==> src/link_tpg_defs.vh <==
/*
 * Constants for the serial link test pattern generator: register byte
 * offsets, control fields, pattern codes, injection points and seeds.
 * Assumes it is included by bare name into the generator module only.
 */
`ifndef LINK_TPG_DEFS_VH
`define LINK_TPG_DEFS_VH

// Register byte offsets on the AXI4-Lite slave.
`define REG_CFG 8'h00
`define REG_TMODE 8'h04
`define REG_UP1 8'h08
`define REG_UP2 8'h0c
`define REG_UP3 8'h10
`define REG_UP4 8'h14
`define REG_STAT 8'h18

// Soft reset command and reset values.
`define SOFT_RST_CMD 8'h81
`define TMODE_RST 8'h00
`define UP_RST 16'h0000

// Test-mode control fields.
`define TM_TYPE 3:0
`define TM_POINT 5:4

// Pattern type codes.
`define PT_OFF 4'h0
`define PT_CHECK 4'h1
`define PT_TOGGLE 4'h2
`define PT_PN23 4'h4
`define PT_PN9 4'h6
`define PT_RAMP 4'h8
`define PT_UREP 4'he
`define PT_USGL 4'hf

// Injection points.
`define INJ_SAMPLE 2'h0
`define INJ_PHY 2'h1
`define INJ_SCR 2'h2

// Pattern values.
`define CHK8_A 8'h55
`define CHK8_B 8'haa
`define CHK10_A 10'h155
`define CHK10_B 10'h2aa
`define ONES10 10'h3ff
`define ONES8 8'hff

// Pseudo-random seeds, emitted least significant bit first.
`define PN9_SEED 9'h092
`define PN23_SEED 23'h003aff
`define PN9_TAP 4
`define PN23_TAP 5

// User pattern slices for each word width.
`define UP_SLICE10 15:6
`define UP_SLICE8 15:9

// AXI responses.
`define RESP_OKAY 2'b00
`define RESP_SLVERR 2'b10

`endif

==> src/serial_link_test_pattern_gen.v <==
/*
 * Serial link transmit test pattern generator with an AXI4-Lite register
 * slave. Replaces live sample, 10-bit symbol or 8-bit octet data with a
 * checkerboard, toggle, ramp, pseudo-random or user pattern.
 * Assumes one clock, word strobes synchronous to it, and a controller that
 * soft-resets before returning to normal mode.
 */
// Chosen here: register access over AXI4-Lite and the register addresses.
// Notes on behaviour
// - Two-bit field picks injection: 0 samples, 1 10-bit symbols, 2 octets.
// - Sample injection: same value in all four slots; advance once per frame.
// - Sample checkerboard 0x55/0xAA, toggle 0x00/0xFF, first value at frame zero.
// - Symbol checkerboard 0x155/0x2AA, toggle 0x000/0x3FF, first value at zero.
// - Symbol ramp wraps at 1024; user words use bits fifteen to six.
// - Octets: same alternations, ramp wraps at 256, user bits fifteen to nine.
// - User repeat cycles patterns one to four; single sends four then zeros.
// - Eight-bit PN9 starts 0x49,0x6F,0xC9; PN23 starts 0xFF,0x5C,0x00.
// - A four-bit code in the same register selects the pattern type.
`timescale 1ns/1ps
`default_nettype none
`include "link_tpg_defs.vh"

module serial_link_test_pattern_gen #(
	parameter SLOTS = 4, // Converters times samples per frame.
	parameter AW = 8 // Register address width.
) (
	input wire clk_i, // System clock, 100 MHz.
	input wire sys_rst_i, // Asynchronous reset, active high.
	input wire [AW-1:0] s_axi_awaddr, // Write address.
	input wire s_axi_awvalid, // Write address valid.
	output wire s_axi_awready, // Write address ready.
	input wire [31:0] s_axi_wdata, // Write data.
	input wire [3:0] s_axi_wstrb, // Write byte strobes.
	input wire s_axi_wvalid, // Write data valid.
	output wire s_axi_wready, // Write data ready.
	output reg [1:0] s_axi_bresp, // Write response.
	output reg s_axi_bvalid, // Write response valid.
	input wire s_axi_bready, // Write response ready.
	input wire [AW-1:0] s_axi_araddr, // Read address.
	input wire s_axi_arvalid, // Read address valid.
	output wire s_axi_arready, // Read address ready.
	output reg [31:0] s_axi_rdata, // Read data.
	output reg [1:0] s_axi_rresp, // Read response.
	output reg s_axi_rvalid, // Read data valid.
	input wire s_axi_rready, // Read data ready.
	input wire smp_valid_i, // Frame strobe with live samples.
	input wire [SLOTS*8-1:0] smp_data_i, // Live samples, slot 0 in low byte.
	output reg smp_valid_o, // Frame strobe out.
	output reg [SLOTS*8-1:0] smp_data_o, // Samples out.
	input wire phy_valid_i, // Symbol strobe with live 10-bit symbol.
	input wire [9:0] phy_data_i, // Live 10-bit symbol.
	output reg phy_valid_o, // Symbol strobe out.
	output reg [9:0] phy_data_o, // Symbol out.
	input wire scr_valid_i, // Octet strobe with live scrambler input.
	input wire [7:0] scr_data_i, // Live octet.
	output reg scr_valid_o, // Octet strobe out.
	output reg [7:0] scr_data_o, // Octet out.
	output wire test_active_o // High while a pattern is injected.
);

	// One-hot states of the user pattern sequencer.
	localparam [4:0] ST_UP1 = 5'b00001;
	localparam [4:0] ST_UP2 = 5'b00010;
	localparam [4:0] ST_UP3 = 5'b00100;
	localparam [4:0] ST_UP4 = 5'b01000;
	localparam [4:0] ST_ZERO = 5'b10000;

	reg aw_hold_q, w_hold_q, soft_rst_q, restart_q, phase_q;
	reg [AW-1:0] awaddr_q;
	reg [31:0] wdata_q;
	reg [3:0] wstrb_q;
	reg [7:0] tmode_q;
	reg [15:0] user_pattern_one_q, user_pattern_two_q, user_pattern_three_q, user_pattern_four_q;
	reg [9:0] ramp_q;
	reg [8:0] pn9_q;
	reg [22:0] pn23_q;
	reg [4:0] ust_q;

	////////////////////////////////////////////////////////////////////////////
	// AXI4-Lite write channel.

	// Address and data are latched independently; the write lands once both are held.
	wire wr_go = aw_hold_q & w_hold_q & ~s_axi_bvalid;
	wire wr_known = (awaddr_q == `REG_CFG) || (awaddr_q == `REG_TMODE) ||
		(awaddr_q == `REG_UP1) || (awaddr_q == `REG_UP2) ||
		(awaddr_q == `REG_UP3) || (awaddr_q == `REG_UP4);
	assign s_axi_awready = ~aw_hold_q & ~s_axi_bvalid;
	assign s_axi_wready = ~w_hold_q & ~s_axi_bvalid;

	// Channel holds and the write response.
	always @(posedge clk_i or posedge sys_rst_i) begin
		if (sys_rst_i) begin
			aw_hold_q <= 1'b0;
			w_hold_q <= 1'b0;
			awaddr_q <= {AW{1'b0}};
			wdata_q <= 32'h0000_0000;
			wstrb_q <= 4'h0;
			s_axi_bvalid <= 1'b0;
			s_axi_bresp <= `RESP_OKAY;
		end else begin
			if (s_axi_awvalid && s_axi_awready) begin
				aw_hold_q <= 1'b1;
				awaddr_q <= s_axi_awaddr;
			end
			if (s_axi_wvalid && s_axi_wready) begin
				w_hold_q <= 1'b1;
				wdata_q <= s_axi_wdata;
				wstrb_q <= s_axi_wstrb;
			end
			if (wr_go) begin
				aw_hold_q <= 1'b0;
				w_hold_q <= 1'b0;
				s_axi_bvalid <= 1'b1;
				s_axi_bresp <= wr_known ? `RESP_OKAY : `RESP_SLVERR;
			end else if (s_axi_bvalid && s_axi_bready) begin
				s_axi_bvalid <= 1'b0;
			end
		end
	end

	// Merges the strobed bytes of the lower half word into an old value.
	function [15:0] merge16;
		input [15:0] old_v;
		input [15:0] new_v;
		input [1:0] strb;
		begin
			merge16 = {strb[1] ? new_v[15:8] : old_v[15:8], strb[0] ? new_v[7:0] : old_v[7:0]};
		end
	endfunction

	// Control registers. A soft reset returns them all to defaults.
	always @(posedge clk_i or posedge sys_rst_i) begin
		if (sys_rst_i) begin
			tmode_q <= `TMODE_RST;
			user_pattern_one_q <= `UP_RST;
			user_pattern_two_q <= `UP_RST;
			user_pattern_three_q <= `UP_RST;
			user_pattern_four_q <= `UP_RST;
			soft_rst_q <= 1'b0;
			restart_q <= 1'b0;
		end else begin
			// The command bits clear themselves; the register reads back zero.
			soft_rst_q <= wr_go && (awaddr_q == `REG_CFG) && wstrb_q[0] &&
				(wdata_q[7:0] == `SOFT_RST_CMD);
			// Any write of the mode register with byte 0 strobed counts as entering a mode.
			restart_q <= soft_rst_q || (wr_go && (awaddr_q == `REG_TMODE) && wstrb_q[0]);
			if (soft_rst_q) begin
				tmode_q <= `TMODE_RST;
				user_pattern_one_q <= `UP_RST;
				user_pattern_two_q <= `UP_RST;
				user_pattern_three_q <= `UP_RST;
				user_pattern_four_q <= `UP_RST;
			end else if (wr_go) begin
				if ((awaddr_q == `REG_TMODE) && wstrb_q[0])
					tmode_q <= wdata_q[7:0];
				if (awaddr_q == `REG_UP1)
					user_pattern_one_q <= merge16(user_pattern_one_q, wdata_q[15:0], wstrb_q[1:0]);
				if (awaddr_q == `REG_UP2)
					user_pattern_two_q <= merge16(user_pattern_two_q, wdata_q[15:0], wstrb_q[1:0]);
				if (awaddr_q == `REG_UP3)
					user_pattern_three_q <= merge16(user_pattern_three_q, wdata_q[15:0], wstrb_q[1:0]);
				if (awaddr_q == `REG_UP4)
					user_pattern_four_q <= merge16(user_pattern_four_q, wdata_q[15:0], wstrb_q[1:0]);
			end
		end
	end

	////////////////////////////////////////////////////////////////////////////
	// Pattern selection and current word.

	wire [3:0] ptype = tmode_q[`TM_TYPE];
	wire [1:0] point = tmode_q[`TM_POINT];
	wire wide = (point == `INJ_PHY);
	// Codes without a generator here leave the live data untouched.
	wire type_ok = (ptype == `PT_CHECK) || (ptype == `PT_TOGGLE) || (ptype == `PT_PN23) ||
		(ptype == `PT_PN9) || (ptype == `PT_RAMP) || (ptype == `PT_UREP) ||
		(ptype == `PT_USGL);
	wire inj_smp = type_ok && (point == `INJ_SAMPLE);
	wire inj_phy = type_ok && (point == `INJ_PHY);
	wire inj_scr = type_ok && (point == `INJ_SCR);
	assign test_active_o = type_ok && (point != 2'h3);
	// The generator steps only on the strobe of the point it feeds.
	wire step = (inj_smp & smp_valid_i) | (inj_phy & phy_valid_i) | (inj_scr & scr_valid_i);

	reg [9:0] pn9_word, pn23_word;
	reg [8:0] pn9_nx8, pn9_nx10, s9;
	reg [22:0] pn23_nx8, pn23_nx10, s23;
	integer i;

	// Serial LFSR unrolled over one word; the first bit out is the word's MSB.
	always @* begin
		s9 = pn9_q;
		s23 = pn23_q;
		pn9_word = 10'h000;
		pn23_word = 10'h000;
		pn9_nx8 = pn9_q;
		pn23_nx8 = pn23_q;
		for (i = 0; i < 10; i = i + 1) begin
			pn9_word = {pn9_word[8:0], s9[0]};
			pn23_word = {pn23_word[8:0], s23[0]};
			s9 = {s9[0] ^ s9[`PN9_TAP], s9[8:1]};
			s23 = {s23[0] ^ s23[`PN23_TAP], s23[22:1]};
			if (i == 7) begin
				pn9_nx8 = s9;
				pn23_nx8 = s23;
			end
		end
		pn9_nx10 = s9;
		pn23_nx10 = s23;
	end

	reg [15:0] user_word;
	reg [9:0] pat;

	// User word of the current sequencer state; zeros once a single run ends.
	always @* begin
		case (ust_q)
			ST_UP1: user_word = user_pattern_one_q;
			ST_UP2: user_word = user_pattern_two_q;
			ST_UP3: user_word = user_pattern_three_q;
			ST_UP4: user_word = user_pattern_four_q;
			default: user_word = `UP_RST;
		endcase
	end

	// Current pattern word; eight-bit points use the low byte. For eight-bit
	// points the PN word is the first eight bits of the serial stream.
	always @* begin
		case (ptype)
			`PT_CHECK: pat = wide ? (phase_q ? `CHK10_B : `CHK10_A) :
				{2'b00, phase_q ? `CHK8_B : `CHK8_A};
			`PT_TOGGLE: pat = wide ? (phase_q ? `ONES10 : 10'h000) :
				{2'b00, phase_q ? `ONES8 : 8'h00};
			`PT_PN9: pat = wide ? pn9_word : {2'b00, pn9_word[9:2]};
			`PT_PN23: pat = wide ? pn23_word : {2'b00, pn23_word[9:2]};
			`PT_RAMP: pat = wide ? ramp_q : {2'b00, ramp_q[7:0]};
			`PT_UREP, `PT_USGL: pat = wide ? user_word[`UP_SLICE10] :
				{3'b000, user_word[`UP_SLICE8]};
			default: pat = 10'h000;
		endcase
	end

	////////////////////////////////////////////////////////////////////////////
	// Generator state.

	// All generators restart from defined values on mode entry.
	always @(posedge clk_i or posedge sys_rst_i) begin
		if (sys_rst_i) begin
			phase_q <= 1'b0;
			ramp_q <= 10'h000;
			pn9_q <= `PN9_SEED;
			pn23_q <= `PN23_SEED;
			ust_q <= ST_UP1;
		end else if (restart_q) begin
			phase_q <= 1'b0;
			ramp_q <= 10'h000;
			pn9_q <= `PN9_SEED;
			pn23_q <= `PN23_SEED;
			ust_q <= ST_UP1;
		end else if (step) begin
			phase_q <= ~phase_q;
			// Narrow points wrap at 256, the symbol point at 1024.
			ramp_q <= wide ? ramp_q + 10'h001 : {2'b00, ramp_q[7:0] + 8'h01};
			pn9_q <= wide ? pn9_nx10 : pn9_nx8;
			pn23_q <= wide ? pn23_nx10 : pn23_nx8;
			case (ust_q)
				ST_UP1: ust_q <= ST_UP2;
				ST_UP2: ust_q <= ST_UP3;
				ST_UP3: ust_q <= ST_UP4;
				ST_UP4: ust_q <= (ptype == `PT_USGL) ? ST_ZERO : ST_UP1;
				ST_ZERO: ust_q <= ST_ZERO;
				default: ust_q <= ST_UP1;
			endcase
		end
	end

	////////////////////////////////////////////////////////////////////////////
	// Datapath outputs, one register stage on every path.

	// Live data passes when the point is not selected; strobes pass unchanged.
	always @(posedge clk_i or posedge sys_rst_i) begin
		if (sys_rst_i) begin
			smp_valid_o <= 1'b0;
			smp_data_o <= {SLOTS*8{1'b0}};
			phy_valid_o <= 1'b0;
			phy_data_o <= 10'h000;
			scr_valid_o <= 1'b0;
			scr_data_o <= 8'h00;
		end else begin
			smp_valid_o <= smp_valid_i;
			phy_valid_o <= phy_valid_i;
			scr_valid_o <= scr_valid_i;
			if (smp_valid_i)
				smp_data_o <= inj_smp ? {SLOTS{pat[7:0]}} : smp_data_i;
			if (phy_valid_i)
				phy_data_o <= inj_phy ? pat : phy_data_i;
			if (scr_valid_i)
				scr_data_o <= inj_scr ? pat[7:0] : scr_data_i;
		end
	end

	////////////////////////////////////////////////////////////////////////////
	// AXI4-Lite read channel.

	reg [31:0] rd_mux;
	reg rd_ok;

	// Read decode; the command register always reads zero.
	always @* begin
		rd_ok = 1'b1;
		case (s_axi_araddr)
			`REG_CFG: rd_mux = 32'h0000_0000;
			`REG_TMODE: rd_mux = {24'h00_0000, tmode_q};
			`REG_UP1: rd_mux = {16'h0000, user_pattern_one_q};
			`REG_UP2: rd_mux = {16'h0000, user_pattern_two_q};
			`REG_UP3: rd_mux = {16'h0000, user_pattern_three_q};
			`REG_UP4: rd_mux = {16'h0000, user_pattern_four_q};
			`REG_STAT: rd_mux = {16'h0000, test_active_o, ust_q, pat};
			default: begin
				rd_mux = 32'h0000_0000;
				rd_ok = 1'b0;
			end
		endcase
	end

	assign s_axi_arready = ~s_axi_rvalid;

	// Read data is registered and held until the master takes it.
	always @(posedge clk_i or posedge sys_rst_i) begin
		if (sys_rst_i) begin
			s_axi_rvalid <= 1'b0;
			s_axi_rdata <= 32'h0000_0000;
			s_axi_rresp <= `RESP_OKAY;
		end else if (s_axi_arvalid && s_axi_arready) begin
			s_axi_rvalid <= 1'b1;
			s_axi_rdata <= rd_mux;
			s_axi_rresp <= rd_ok ? `RESP_OKAY : `RESP_SLVERR;
		end else if (s_axi_rvalid && s_axi_rready) begin
			s_axi_rvalid <= 1'b0;
		end
	end

endmodule // serial_link_test_pattern_gen
`default_nettype wire

==> config.mk <==
export PLATFORM = sky130hd
export DESIGN_NAME = serial_link_test_pattern_gen
export DESIGN_NICKNAME = d
export VERILOG_FILES = /design/src/serial_link_test_pattern_gen.v
export VERILOG_INCLUDE_DIRS = /design/src
export SDC_FILE = /design/constraint.sdc
export NUM_CORES = 1
export LEC_CHECK = 0
export BUFFER_PORTS_ARGS = -buffer_cell sky130_fd_sc_hd__clkbuf_2
export CAP_MARGIN = 30
export CORE_MARGIN = 1
export CORE_UTILIZATION = 50
export CTS_CLUSTER_SIZE = 30
export DETAILED_ROUTE_END_ITERATION = 10
export HOLD_SLACK_MARGIN = 0.02
export PLACE_DENSITY = 0.71
export REMOVE_ABC_BUFFERS = 1
export SYNTH_ARGS = -nofsm -noshare
export SYNTH_HDL_FRONTEND = slang
export SYNTH_SLANG_ARGS = --single-unit
==> constraint.sdc <==
create_clock -name clk_i -period 8.15 [get_ports clk_i]
set_input_delay 0.4075 -clock clk_i [delete_from_list [all_inputs] [get_ports clk_i]]
set_output_delay 0.4075 -clock clk_i [all_outputs]
set_load 0.01 [all_outputs]
==> metrics.md, run 1 <==
| Metric | Value |
|---|---|
| Status | `finished clean` |
| Sink Count | `~220` |
| TritonCTS Buffers | `25` |
| Routed WL per cell | `19.91 um` |
| Arrival time worst endpoint | `about 2.8 ns` |
| VDD IR max | `0.2257 mV` |
| Crit-path leading delay family | `simple AND/OR/NAND/NOR gates` |
| IO Port Bufs | `between 150 and 200` |
| Initial antenna violation count | `0` |
| Mapped Area | `0.01201 mm2` |
| Overflow after GRT | `0` |
| CP required | `7.74 ns` |
| Layout Area Growth over Synthesis | `15.73%` |
| Hold slack | `0.05049 ns` |
| Final Skew | `0.02252 ns` |
| Primary FF master, synth | `dfrtp_1` |
| Die X | `157.0 um` |
| Sum of negative setup slack | `0 ns` |
| Hold WC Path Type | `primary input to register` |
| Async S/R FF share, synth | `1.000` |
| Routability congestion estimate | `0.8816` |
| Initial DRC Count | `908` |
| Crit share post-route | `0.3958` |
| Worst r2r src | `tmode_q[4]` |
| Slowest-stage cell, CP | `dfrtp_1` |
| Fraction of layout cells with a size suffix above 1 | `0.2610` |
| Max frequency | `310.0 MHz` |
| Dpl hpwl | `23.04 mm` |
| Clk_lat worst skew | `0.53 ns` |
| Nets@finish | `1,462` |
| CP bufs+invs | `1` |
| First-pass GRT wire length | `52.68 mm` |
| Global router's overall resource usage | `0.2743` |
| Crit Path Category | `register to primary output` |
| Crit path largest cell delay | `0.83 ns` |
| Slew @ Worst Pin | `1.023 ns` |
| Hold_sp | `s_axi_rready` |
| Pin count of the biggest net entering global routing | `140` |
| Register area share after synthesis | `0.4663` |
| Slew headroom | `0.3124` |
| Worst-path cell chain | `nor2b_1 > o21bai_1 > nand3_1 > and2_1 > clkbuf_2` |
| Worst R2R Path Depth | `6` |
| Crit-path max FO | `21` |
| Slew Limit Fails | `0` |
| Core ar. | `0.02354 mm2` |
| DRT antenna net count | `0` |
| FF-to-FF setup slack | `4.95 ns` |
| H-Tree Level Count | `1` |
| Leakage | `6.314 nW` |
| Critical Path Sink Type | `primary output` |
| Io pins | `roughly 210` |
| Die Y | `157.0 um` |
| Die area | `0.02464 mm2` |
| Post-synth EDFFs | `0` |
| Routed WL | `33.51 mm` |
| Warnings, synthesis | `0` |
| Minimum clock period | `3.226 ns` |
| Clk slew on worst S/H paths | `0.06 ns` |
| Hold worst-path end | `s_axi_rvalid` |
| Critical path launch point type | `register` |
| Fin. Hold Viols | `0` |
| Reg2Reg Capture Point | `phy_data_o[0]` |
| PD cells | `289.2 mW/mm2` |
| Pre-Repair DR Iteration Count | `5` |
| Vias in the first global route | `9,484` |
| CTS tree | `done` |
| Hold Path Stages | `2` |
| Root Buffer | `clkbuf_16` |
| Synthesis-stage register bit count | `223` |
| Unrepaired setup endpoints after global routing | `no` |
| Vias per inst | `6.033` |
| Row count | `56` |
| Initial Util | `0.5101` |
| ANT cells | `0` |
| Syn Inst Count | `roughly 1,200` |
| DRC violations left | `0` |
| Vias post-DR | `10,150` |
| Synth unique cells | `80` |
| Clock Path Buffers | `3` |
| Worst path depth | `5` |
| Final setup fails | `0` |
| Max-cap violations | `0` |
| Avg Cell Area, Syn | `9.811 um2` |
| Post-CTS Resized | `0` |
## where the power goes
part	leakage (nW)	internal, mW	switching, mW
Clock	0.420	0.720	0.447
Sequential	2.85	1.41	0.295
Combinational	3.05	0.504	0.643
## Yosys cell counts (12+ instances only)
| cell | number | area share |
|---|---|---|
| dfrtp_1 | 207 | 0.43 |
| nand2_1 | 100 | 0.031 |
| nor2_1 | 86 | 0.027 |
| mux2_2 | 72 | 0.068 |
| o21ai_0 | 72 | 0.030 |
| clkbuf_1 | 54 | 0.017 |
| a21oi_1 | 45 | 0.019 |
| inv_1 | 43 | 0.013 |
| nand3_1 | 42 | 0.018 |
| mux2i_1 | 38 | 0.032 |
| a31oi_1 | 35 | 0.018 |
| o22ai_1 | 35 | 0.018 |
| a22oi_1 | 30 | 0.019 |
| nor2b_1 | 29 | 0.015 |
| buf_2 | 26 | 0.011 |
| o211ai_1 | 21 | 0.013 |
| buf_4 | 20 | 0.013 |
| nand2b_1 | 19 | 0.0099 |
| dfstp_2 | 16 | 0.035 |
| a31o_2 | 14 | 0.010 |
| and3b_1 | 14 | 0.010 |
| o311ai_0 | 14 | 0.010 |
| o221ai_1 | 13 | 0.0095 |
| xnor2_1 | 12 | 0.0088 |
| xor2_1 | 12 | 0.0088 |
## worst reg2reg max path: cells and delay by family, from the launching register on
kind | cells | cell delay (ns)
AND/OR/NAND/NOR | 3 | 0.86
flip-flops | 1 | 0.61
multiplexers | 1 | 0.57
AO/OA/AOI/OAI | 1 | 0.54
buffers and inverters | 1 | 0.49
## cell type report
cell class / instances / area (um2)
clock buffers: 31 / 688.2
repair buffers: 190 / 1076
flip-flops and latches: 223 / 5600
fillers: 2016 / 9644
well taps: 319 / 399.1
inverters: 43 / 168.9
clock inverters: 11 / 161.4
multi-input cells: 866 / 5804
## worst max-delay path by stage
stage	from	endpoint	slack, ns
global placement	tmode_q[4]	smp_data_o[21]	5.00
floorplan	sys_rst_i	aw_hold_q	1.66
CTS	tmode_q[4]	phy_data_o[0]	4.98
detailed placement	tmode_q[4]	phy_data_o[0]	5.02
global route	tmode_q[4]	phy_data_o[0]	4.83
finish	tmode_q[3]	test_active_o	4.92
## logic make-up (layout without fill, tap and decap cells)
group	after synthesis	after routing	synth area share
AOI/OAI and AO/OA	347	347	0.1981
xor gates and xnor gates	24	24	0.01750
adders and majority gates	1	1	0.001042
buffers and inverters	152	275	0.05657
DFF	223	223	0.4663
muxes	113	113	0.1048
other	1	18	0.0003123
and+or+nand+nor	363	363	0.1553
## routing by layer
layer  global-route usage  share of wire  vias to the layer above
li1                     -              -                     4692
met4              0.08217          0.028                        0
met5                    0              0                        -
met1               0.3831           0.44                     4955
met2               0.4421           0.45                      445
met3              0.03937          0.074                       61
## timing repair
item,in CTS,in global routing
setup buffers,0,0
hold buffers,0,1
hold endpoints to repair,0,37
## placed cells by master (no fill, tap or decap), drive strengths merged, types with 6 or more instances in the layout
master   synthesis  routed
a31o            14      14
o31ai            6       6
nand2          100     100
mux2i           38      38
buf             54      19
dfrtp          207     207
nand3b           9       9
mux2            72      72
inv             43      43
clkinv           0       6
xor2            12      12
nand3           42      42
o211ai          21      21
xnor2           12      12
o311ai          16      16
a21o            10      10
o22ai           35      35
o21ai           74      74
a22oi           30      30
nor2            87      87
a31oi           37      37
dfstp           16      16
o221ai          13      13
nor3            11      11
o2111ai          9       9
a21oi           46      46
clkbuf          55     201
nand2b          19      19
and2            10      10
and3b           14      14
nor2b           30      30
or3             10      10
conb             1      18
## sequential cells by signal, indices dropped and copies added, names as in the netlist, 2 cells and up
name / flops
user_pattern_four_q: 16
ramp_q: 10
phy_data_o: 10
pn23_q: 23
smp_data_o: 32
tmode_q: 8
s_axi_rdata: 16
wdata_q: 16
pn9_q: 9
scr_data_o: 8
user_pattern_two_q: 16
wstrb_q: 2
user_pattern_three_q: 16
user_pattern_one_q: 16
ust_q: 5
awaddr_q: 8
## stage by stage
step / setup slack, ns / instances / cell area (um2) / utilization / power, mW
2_1_floorplan: 1.663 / 1132 / 11550 / - / 2.438
3_3_place_gp: 4.999 / 1636 / 12940 / 0.5495 / 2.808
3_5_place_dp: 5.016 / 1639 / 13010 / 0.5527 / 2.848
4_1_cts: 4.981 / 1681 / 13860 / 0.5888 / 4.020
5_1_grt: 4.826 / 1683 / 13900 / 0.5903 / 4.245
6_report: 4.924 / 1683 / 13900 / 0.5903 / 4.020
No activity file was read; power rests on OpenSTA's default activity.
==> run 2, diff against run 1 <==
- PLACE_DENSITY: 0.71 -> 0.74
- clock period: 8.15 -> 2.9 ns (I/O delays scaled with it)
==> metrics.md, run 2 (synthesis gave the netlist of run 1 again) <==
| Metric | Value |
|---|---|
| Initial Util | `0.5101 (unchanged)` |
| Commonest non-fill, non-tap cells in the layout | `dfrtp_1, clkbuf_2, nand2_1, nor2_1, dlygate4sd3_1` |
| TritonCTS Buffers | `25 (unchanged)` |
| Routability congestion estimate | `0.9025 (+2.4%)` |
| Vias in the first global route | `10,490 (+11%)` |
| Vias per inst | `5.947 (-1.4%)` |
| CP required | `2.76 ns (-4.98 ns)` |
| Crit-path most repeated cell | `and2_1` |
| Cells after DPL | `1,675 (+2.2%)` |
| Core ar. | `0.02354 mm2 (unchanged)` |
| Max Used Layer | `met4` |
| Die Y | `157.0 um (unchanged)` |
| IO Port Bufs | `170 (unchanged)` |
| Nets@finish | `1,575 (+7.7%)` |
| Leakage | `6.775 nW (+7.3%)` |
| Slew headroom | `0.4224 (+0.1100)` |
| VDD IR max | `0.7335 mV (+230%)` |
| Routed WL | `35.32 mm (+5.4%)` |
| Max frequency | `370.5 MHz` |
| Slew @ Worst Pin | `0.8445 ns (-0.1789 ns)` |
| Worst-path cell chain | `and2_1 > o21ai_1 > nand3_2 > buf_4 > and2_1 > clkbuf_2` |
| Crit path largest cell delay | `0.56 ns (-0.27 ns)` |
| Seq pwr share | `0.423 (about the same)` |
| DRT antenna net count | `0 (unchanged)` |
| Metal2 WL | `16.54 mm (+8.7%)` |
| Arrival time worst endpoint | `2.55 ns (-0.27 ns)` |
| Largest Register | `smp_data_o` |
| Dpl hpwl | `24.37 mm (+5.7%)` |
| Clk_lat worst skew | `0.53 ns (about the same)` |
| Die area | `0.02464 mm2 (unchanged)` |
| Routed WL per cell | `19.62 um (-1.4%)` |
| CTS tree | `done` |
| Critical path launch point type | `register` |
| PD cells | `765.7 mW/mm2 (+160%)` |
| Combinational power share | `0.305 (+0.020)` |
| Global router's overall resource usage | `0.2916 (+0.01730)` |
| Crit-path max FO | `17 (-19%)` |
| Crit share post-route | `0.9308` |
| Initial antenna violation count | `0 (unchanged)` |
| Regs by FF count | `smp_data_o: 32 flops, pn23_q: 23 flops` |
| H-Tree Level Count | `1 (unchanged)` |
| Crit-path leading delay family | `simple AND/OR/NAND/NOR gates` |
| Fillcell total | `1,886 (-6.4%)` |
| Clock Path Buffers | `3 (unchanged)` |
| Sink Count | `223 (unchanged)` |
| Minimum clock period | `2.699 ns` |
| Psw | `3.998 mW (+190%)` |
| Unrepaired setup endpoints after global routing | `no` |
| Critical Path Sink Type | `primary output` |
| Vias post-DR | `10,710 (+5.4%)` |
| Status | `finished clean` |
| Root Buffer | `clkbuf_16` |
| Overflow after GRT | `0 (unchanged)` |
| Routed wire length on met3 | `2.739 mm (+11%)` |
| Fin. Hold Viols | `0 (unchanged)` |
| Hold WC Path Type | `primary input to register` |
| DRC violations left | `0 (unchanged)` |
| Pin count of the biggest net entering global routing | `102 (-27%)` |
| Crit Path Category | `register to primary output` |
| Fin util | `0.6313 (+0.04097)` |
| First-pass GRT wire length | `55.89 mm (+6.1%)` |
| Hold slack | `0.04337 ns (-0.007127 ns)` |
| Fraction of layout cells with a size suffix above 1 | `0.2627 (+0.001663)` |
| Overall power | `11.38 mW (+180%)` |
| Internal | `7.383 mW (+180%)` |
| Row count | `56 (unchanged)` |
| Clk pwr share | `0.272 (-0.018)` |
| Finished Layout Cells | `1,800 (+7.0%)` |
| Commonest non-fill, non-tap cell in the layout | `dfrtp_1` |
| CP bufs+invs | `2 (+1)` |
| Max-cap violations | `0 (unchanged)` |
| Metal-1 WL | `15.11 mm (+1.6%)` |
| Slowest-stage cell, CP | `dfrtp_1` |
| Io pins | `207 (unchanged)` |
| Die X | `157.0 um (unchanged)` |
| ANT cells | `0 (unchanged)` |
| Pre-Repair DR Iteration Count | `5 (unchanged)` |
| Sw frac | `0.3513 (+0.006748)` |
| Slew Limit Fails | `0 (unchanged)` |
| Final Skew | `0.01831 ns (-0.004210 ns)` |
| Max reg flops | `32 (unchanged)` |
| Clk slew on worst S/H paths | `0.06 ns (about the same)` |
| Final setup fails | `0 (unchanged)` |
| Layout Area Growth over Synthesis | `23.77%` |
| Initial DRC Count | `952 (+4.8%)` |
run 2: metal layers:
metal	track usage	vias up
met5	0	-
met4	0.09851	0
met3	0.04681	66
met2	0.4770	482
met1	0.3941	5221
li1	-	4936
run 2: area by class of cell:
class | count | area [um2] | share of cell area
inverters | 43 | 168.9 | 0.01136
clock buffers | 39 | 738.2 | 0.04967
clock inverters | 7 | 68.82 | 0.004630
repair buffers | 303 | 2085 | 0.1402
well taps | 319 | 399.1 | 0.02685
multi-input cells | 866 | 5803 | 0.3904
flip-flops and latches | 223 | 5600 | 0.3768
run 2: path summary, 6_finish.rpt:
path | from | to | slack (ns) | depth (start not counted)
max | tmode_q[2] | test_active_o | 0.20 | 6
min | scr_data_i[0] | scr_data_o[0] | 0.04 | 4
max reg2reg | ust_q[0] | smp_data_o[28] | 0.22 | 6
min reg2reg | user_pattern_two_q[2] | user_pattern_two_q[2] | 0.48 | 2
max in group asynchronous | sys_rst_i | s_axi_bresp[1] | 1.72 | 4
min in group asynchronous | sys_rst_i | smp_data_o[15] | 0.24 | 3
run 2: power groups by stage:
stage	Clock [mW]	Sequential (mW)	Combinational, mW
2_1_floorplan	0	4.68	2.18
6_report	3.09	4.81	3.47
5_1_grt	3.28	4.91	3.87
3_5_place_dp	0	4.83	3.33
3_3_place_gp	0	4.80	3.25
4_1_cts	3.13	4.78	3.43
run 2: what timing repair did:
item | 4_1_cts | 5_1_grt
hold buffers | 79 | 0
resized for setup | 0 | 1
endpoints found under the hold margin | 163 | 0
setup buffers | 0 | 0
endpoints found under the setup margin | 0 | 1
run 2: worst min-delay path: cells and delay by family:
kind	cells	cell delay, ns
AO/OA/AOI/OAI	2	0.20
buffers and inverters	1	0.08
AND/OR/NAND/NOR	1	0.10
run 2: stage by stage:
step	cell area (um2)	worst slack (ns)	setup TNS (ns)
floorplan	11550	-3.325	-718.38
global placement	13250	0.3548	0
detailed placement	13260	0.3162	0
CTS	14860	0.1623	0
global route	14860	0.06663	0
finish	14860	0.2008	0
==> run 3, diff against run 2 <==
==> constraint.sdc (replaced) <==
create_clock -name clk_i -period 2.9 [get_ports clk_i]
set_input_delay 0.435 -clock clk_i [delete_from_list [all_inputs] [get_ports clk_i]]
set_output_delay 0.435 -clock clk_i [all_outputs]
set_load 0.01 [all_outputs]
==> metrics.md, run 3 (synthesis gave the netlist of run 1 again) <==
| Metric | Value |
|---|---|
| CP bufs+invs | `2 (unchanged)` |
| Critical Path End | `smp_data_o[12]` |
| Critical path launch point type | `register` |
| Clk slew on worst S/H paths | `0.06 ns (about the same)` |
| Initial Util | `0.5101 (unchanged)` |
| FF/Latch Area | `0.005600 mm2 (unchanged)` |
| Design area | `0.01410 mm2 (-5.2%)` |
| Overall power | `11.48 mW (+0.84%)` |
| Clock Path Buffers | `3 (unchanged)` |
| FF-to-FF setup slack | `0.26 ns (+0.04 ns)` |
| Pre-Repair DR Iteration Count | `6 (+1)` |
| Io pins | `207 (unchanged)` |
| Crit-path most repeated cell | `buf_4` |
| PD cells | `814.1 mW/mm2 (+6.3%)` |
| Layout Area Growth over Synthesis | `17.39%` |
| Regs by FF count | `smp_data_o: 32 flops, pn23_q: 23 flops` |
| TritonCTS Buffers | `26 (+4.0%)` |
| IO Port Bufs | `170 (unchanged)` |
| Sum of negative setup slack | `0 ns (unchanged)` |
| DRC violations left | `0 (unchanged)` |
| Seq pwr share | `0.419 (-0.004)` |
| Cells after DPL | `1,667 (-0.48%)` |
| Core ar. | `0.02354 mm2 (unchanged)` |
| Vias post-DR | `10,340 (-3.4%)` |
| Clk_lat worst skew | `0.53 ns (about the same)` |
| Worst-path cell chain | `nor2b_1 > buf_4 > o311ai_1 > a21boi_1 > buf_4 > a31oi_1 > o221ai_1` |
| Psw | `3.966 mW (-0.80%)` |
| Dpl cell area | `0.01321 mm2 (-0.36%)` |
| First-pass GRT wire length | `54.39 mm (-2.7%)` |
| Die X | `157.0 um (unchanged)` |
| Initial antenna violation count | `1 (+1)` |
| Worst R2R Path Depth | `7 (+1)` |
| Worst r2r src | `ust_q[3]` |
| DRT antenna net count | `0 (unchanged)` |
| Multi-input logic area | `0.005799 mm2 (about the same)` |
| Max reg flops | `32 (unchanged)` |
| Sw frac | `0.3455 (-0.005714)` |
| Max frequency | `379.0 MHz (+2.3%)` |
| CTS tree | `done` |
| Status | `finished clean` |
| Root Buffer | `clkbuf_16` |
| Fillcell total | `2,052 (+8.8%)` |
| Max-cap violations | `0 (unchanged)` |
| VDD IR max | `0.7504 mV (+2.3%)` |
| Hold WC Path Type | `primary input to async pin` |
| Setup ws final | `0.2617 ns (+0.06096 ns)` |
| Clk pwr share | `0.291 (+0.019)` |
| Sink Count | `223 (unchanged)` |
| Slew Limit Fails | `0 (unchanged)` |
| CP required | `3.26 ns (+0.50 ns)` |
| Vias per inst | `6.029 (+1.4%)` |
| Vias in the first global route | `10,020 (-4.5%)` |
| Fraction of layout cells with a size suffix above 1 | `0.2744 (+0.01169)` |
| Slew @ Worst Pin | `1.013 ns (+0.1683 ns)` |
| Post-CTS Setup Inserts | `0 (unchanged)` |
| Crit path largest cell delay | `0.57 ns (about the same)` |
| Final setup fails | `0 (unchanged)` |
| Commonest non-fill, non-tap cell in the layout | `dfrtp_1` |
| Row count | `56 (unchanged)` |
| Fin. Hold Viols | `0 (unchanged)` |
| Reg2Reg Capture Point | `smp_data_o[12]` |
| Fin util | `0.5988 (-0.03253)` |
| Die Y | `157.0 um (unchanged)` |
| Critical Path Sink Type | `register` |
| Nets@finish | `1,489 (-5.5%)` |
| Critical Path Source | `ust_q[3]` |
| H-Tree Level Count | `1 (unchanged)` |
| Crit Path Category | `register to register` |
| Unrepaired setup endpoints after global routing | `no` |
| Pin count of the biggest net entering global routing | `93 (-8.8%)` |
| Internal | `7.511 mW (+1.7%)` |
| Arrival time worst endpoint | `3.00 ns (+0.45 ns)` |
| Die area | `0.02464 mm2 (unchanged)` |
| Slew headroom | `0.3248 (-0.09762)` |
| Dpl hpwl | `24.49 mm (+0.51%)` |
| Routed WL | `34.13 mm (-3.4%)` |
| DP Worst Slack | `0.2246 ns (-0.09157 ns)` |
| Routed WL per cell | `19.90 um (+1.4%)` |
| Crit-path leading delay family | `compound AO/OA/AOI/OAI gates` |
| Initial DRC Count | `817 (-14%)` |
| Commonest non-fill, non-tap cells in the layout | `dfrtp_1, clkbuf_2, nand2_1, nor2_1` |
| Worst path depth | `7 (+1)` |
| Overflow after GRT | `0 (unchanged)` |
| CTS Hold Buffers Added | `0 (-100%)` |
| Global router's overall resource usage | `0.2819 (-0.009622)` |
| Final Skew | `0.01739 ns (-0.0009273 ns)` |
| Routability congestion estimate | `0.9382 (+4.0%)` |
| Hold slack | `0.01724 ns (-0.02613 ns)` |
| ANT cells | `0 (unchanged)` |
| Crit share post-route | `0.9097 (-0.02102)` |
| Minimum clock period | `2.638 ns (-0.06096 ns)` |
| Crit-path max FO | `22 (+5)` |
| Largest Register | `smp_data_o` |
| Combinational power share | `0.291 (-0.014)` |
| Slowest-stage cell, CP | `dfrtp_1` |
| Finished Layout Cells | `1,715 (-4.7%)` |
| Leakage | `6.453 nW (-4.7%)` |
[run 3: area by class of cell]
class,count,share of cell area
Sequential cell,223,0.3973
Inverter,43,0.01198
Tap cell,319,0.02831
Clock buffer,41,0.05663
Multi-Input combinational cell,866,0.4114
Timing Repair Buffer,216,0.08840
Clock inverter,7,0.006035
[run 3: timing repair]
item | CTS | global route
hold endpoints to repair | 0 | 0
endpoints found under the setup margin | 0 | 1
resized for setup | 0 | 1
[run 3: how the worst min path moves through the flow]
stage	startpoint	endpoint	slack, ns	cells after the start
after floorplan	user_pattern_four_q[0]	user_pattern_four_q[0]	0.44	2
after global placement	user_pattern_four_q[1]	user_pattern_four_q[1]	0.46	2
after detailed placement	user_pattern_four_q[1]	user_pattern_four_q[1]	0.47	2
after CTS	sys_rst_i	smp_data_o[15]	0.04	2
after global routing	sys_rst_i	smp_data_o[15]	0.07	2
final	sys_rst_i	smp_data_o[15]	0.02	2
[run 3: metal layers]
layer	vias to the layer above	share of wire	track usage
met3	67	0.087	0.04736
met1	5022	0.42	0.3849
li1	4749	-	-
met5	-	0.00038	0
met4	2	0.027	0.08497
met2	499	0.46	0.4601
[run 3: worst register-to-register path, delay by kind of cell (launching register included)]
family,cells,cell delay [ns]
AO/OA/AOI/OAI,4,1.25
flip-flops,1,0.57
buffers and inverters,2,0.42
AND/OR/NAND/NOR,1,0.25
[run 3: power by group through the flow]
stage	combinational (mW)	clock, mW	sequential [mW]
after CTS	3.33	3.37	4.77
after floorplan	2.18	0	4.68
after global routing	3.69	3.49	4.90
final	3.33	3.34	4.81
after detailed placement	3.31	0	4.82
after global placement	3.21	0	4.79
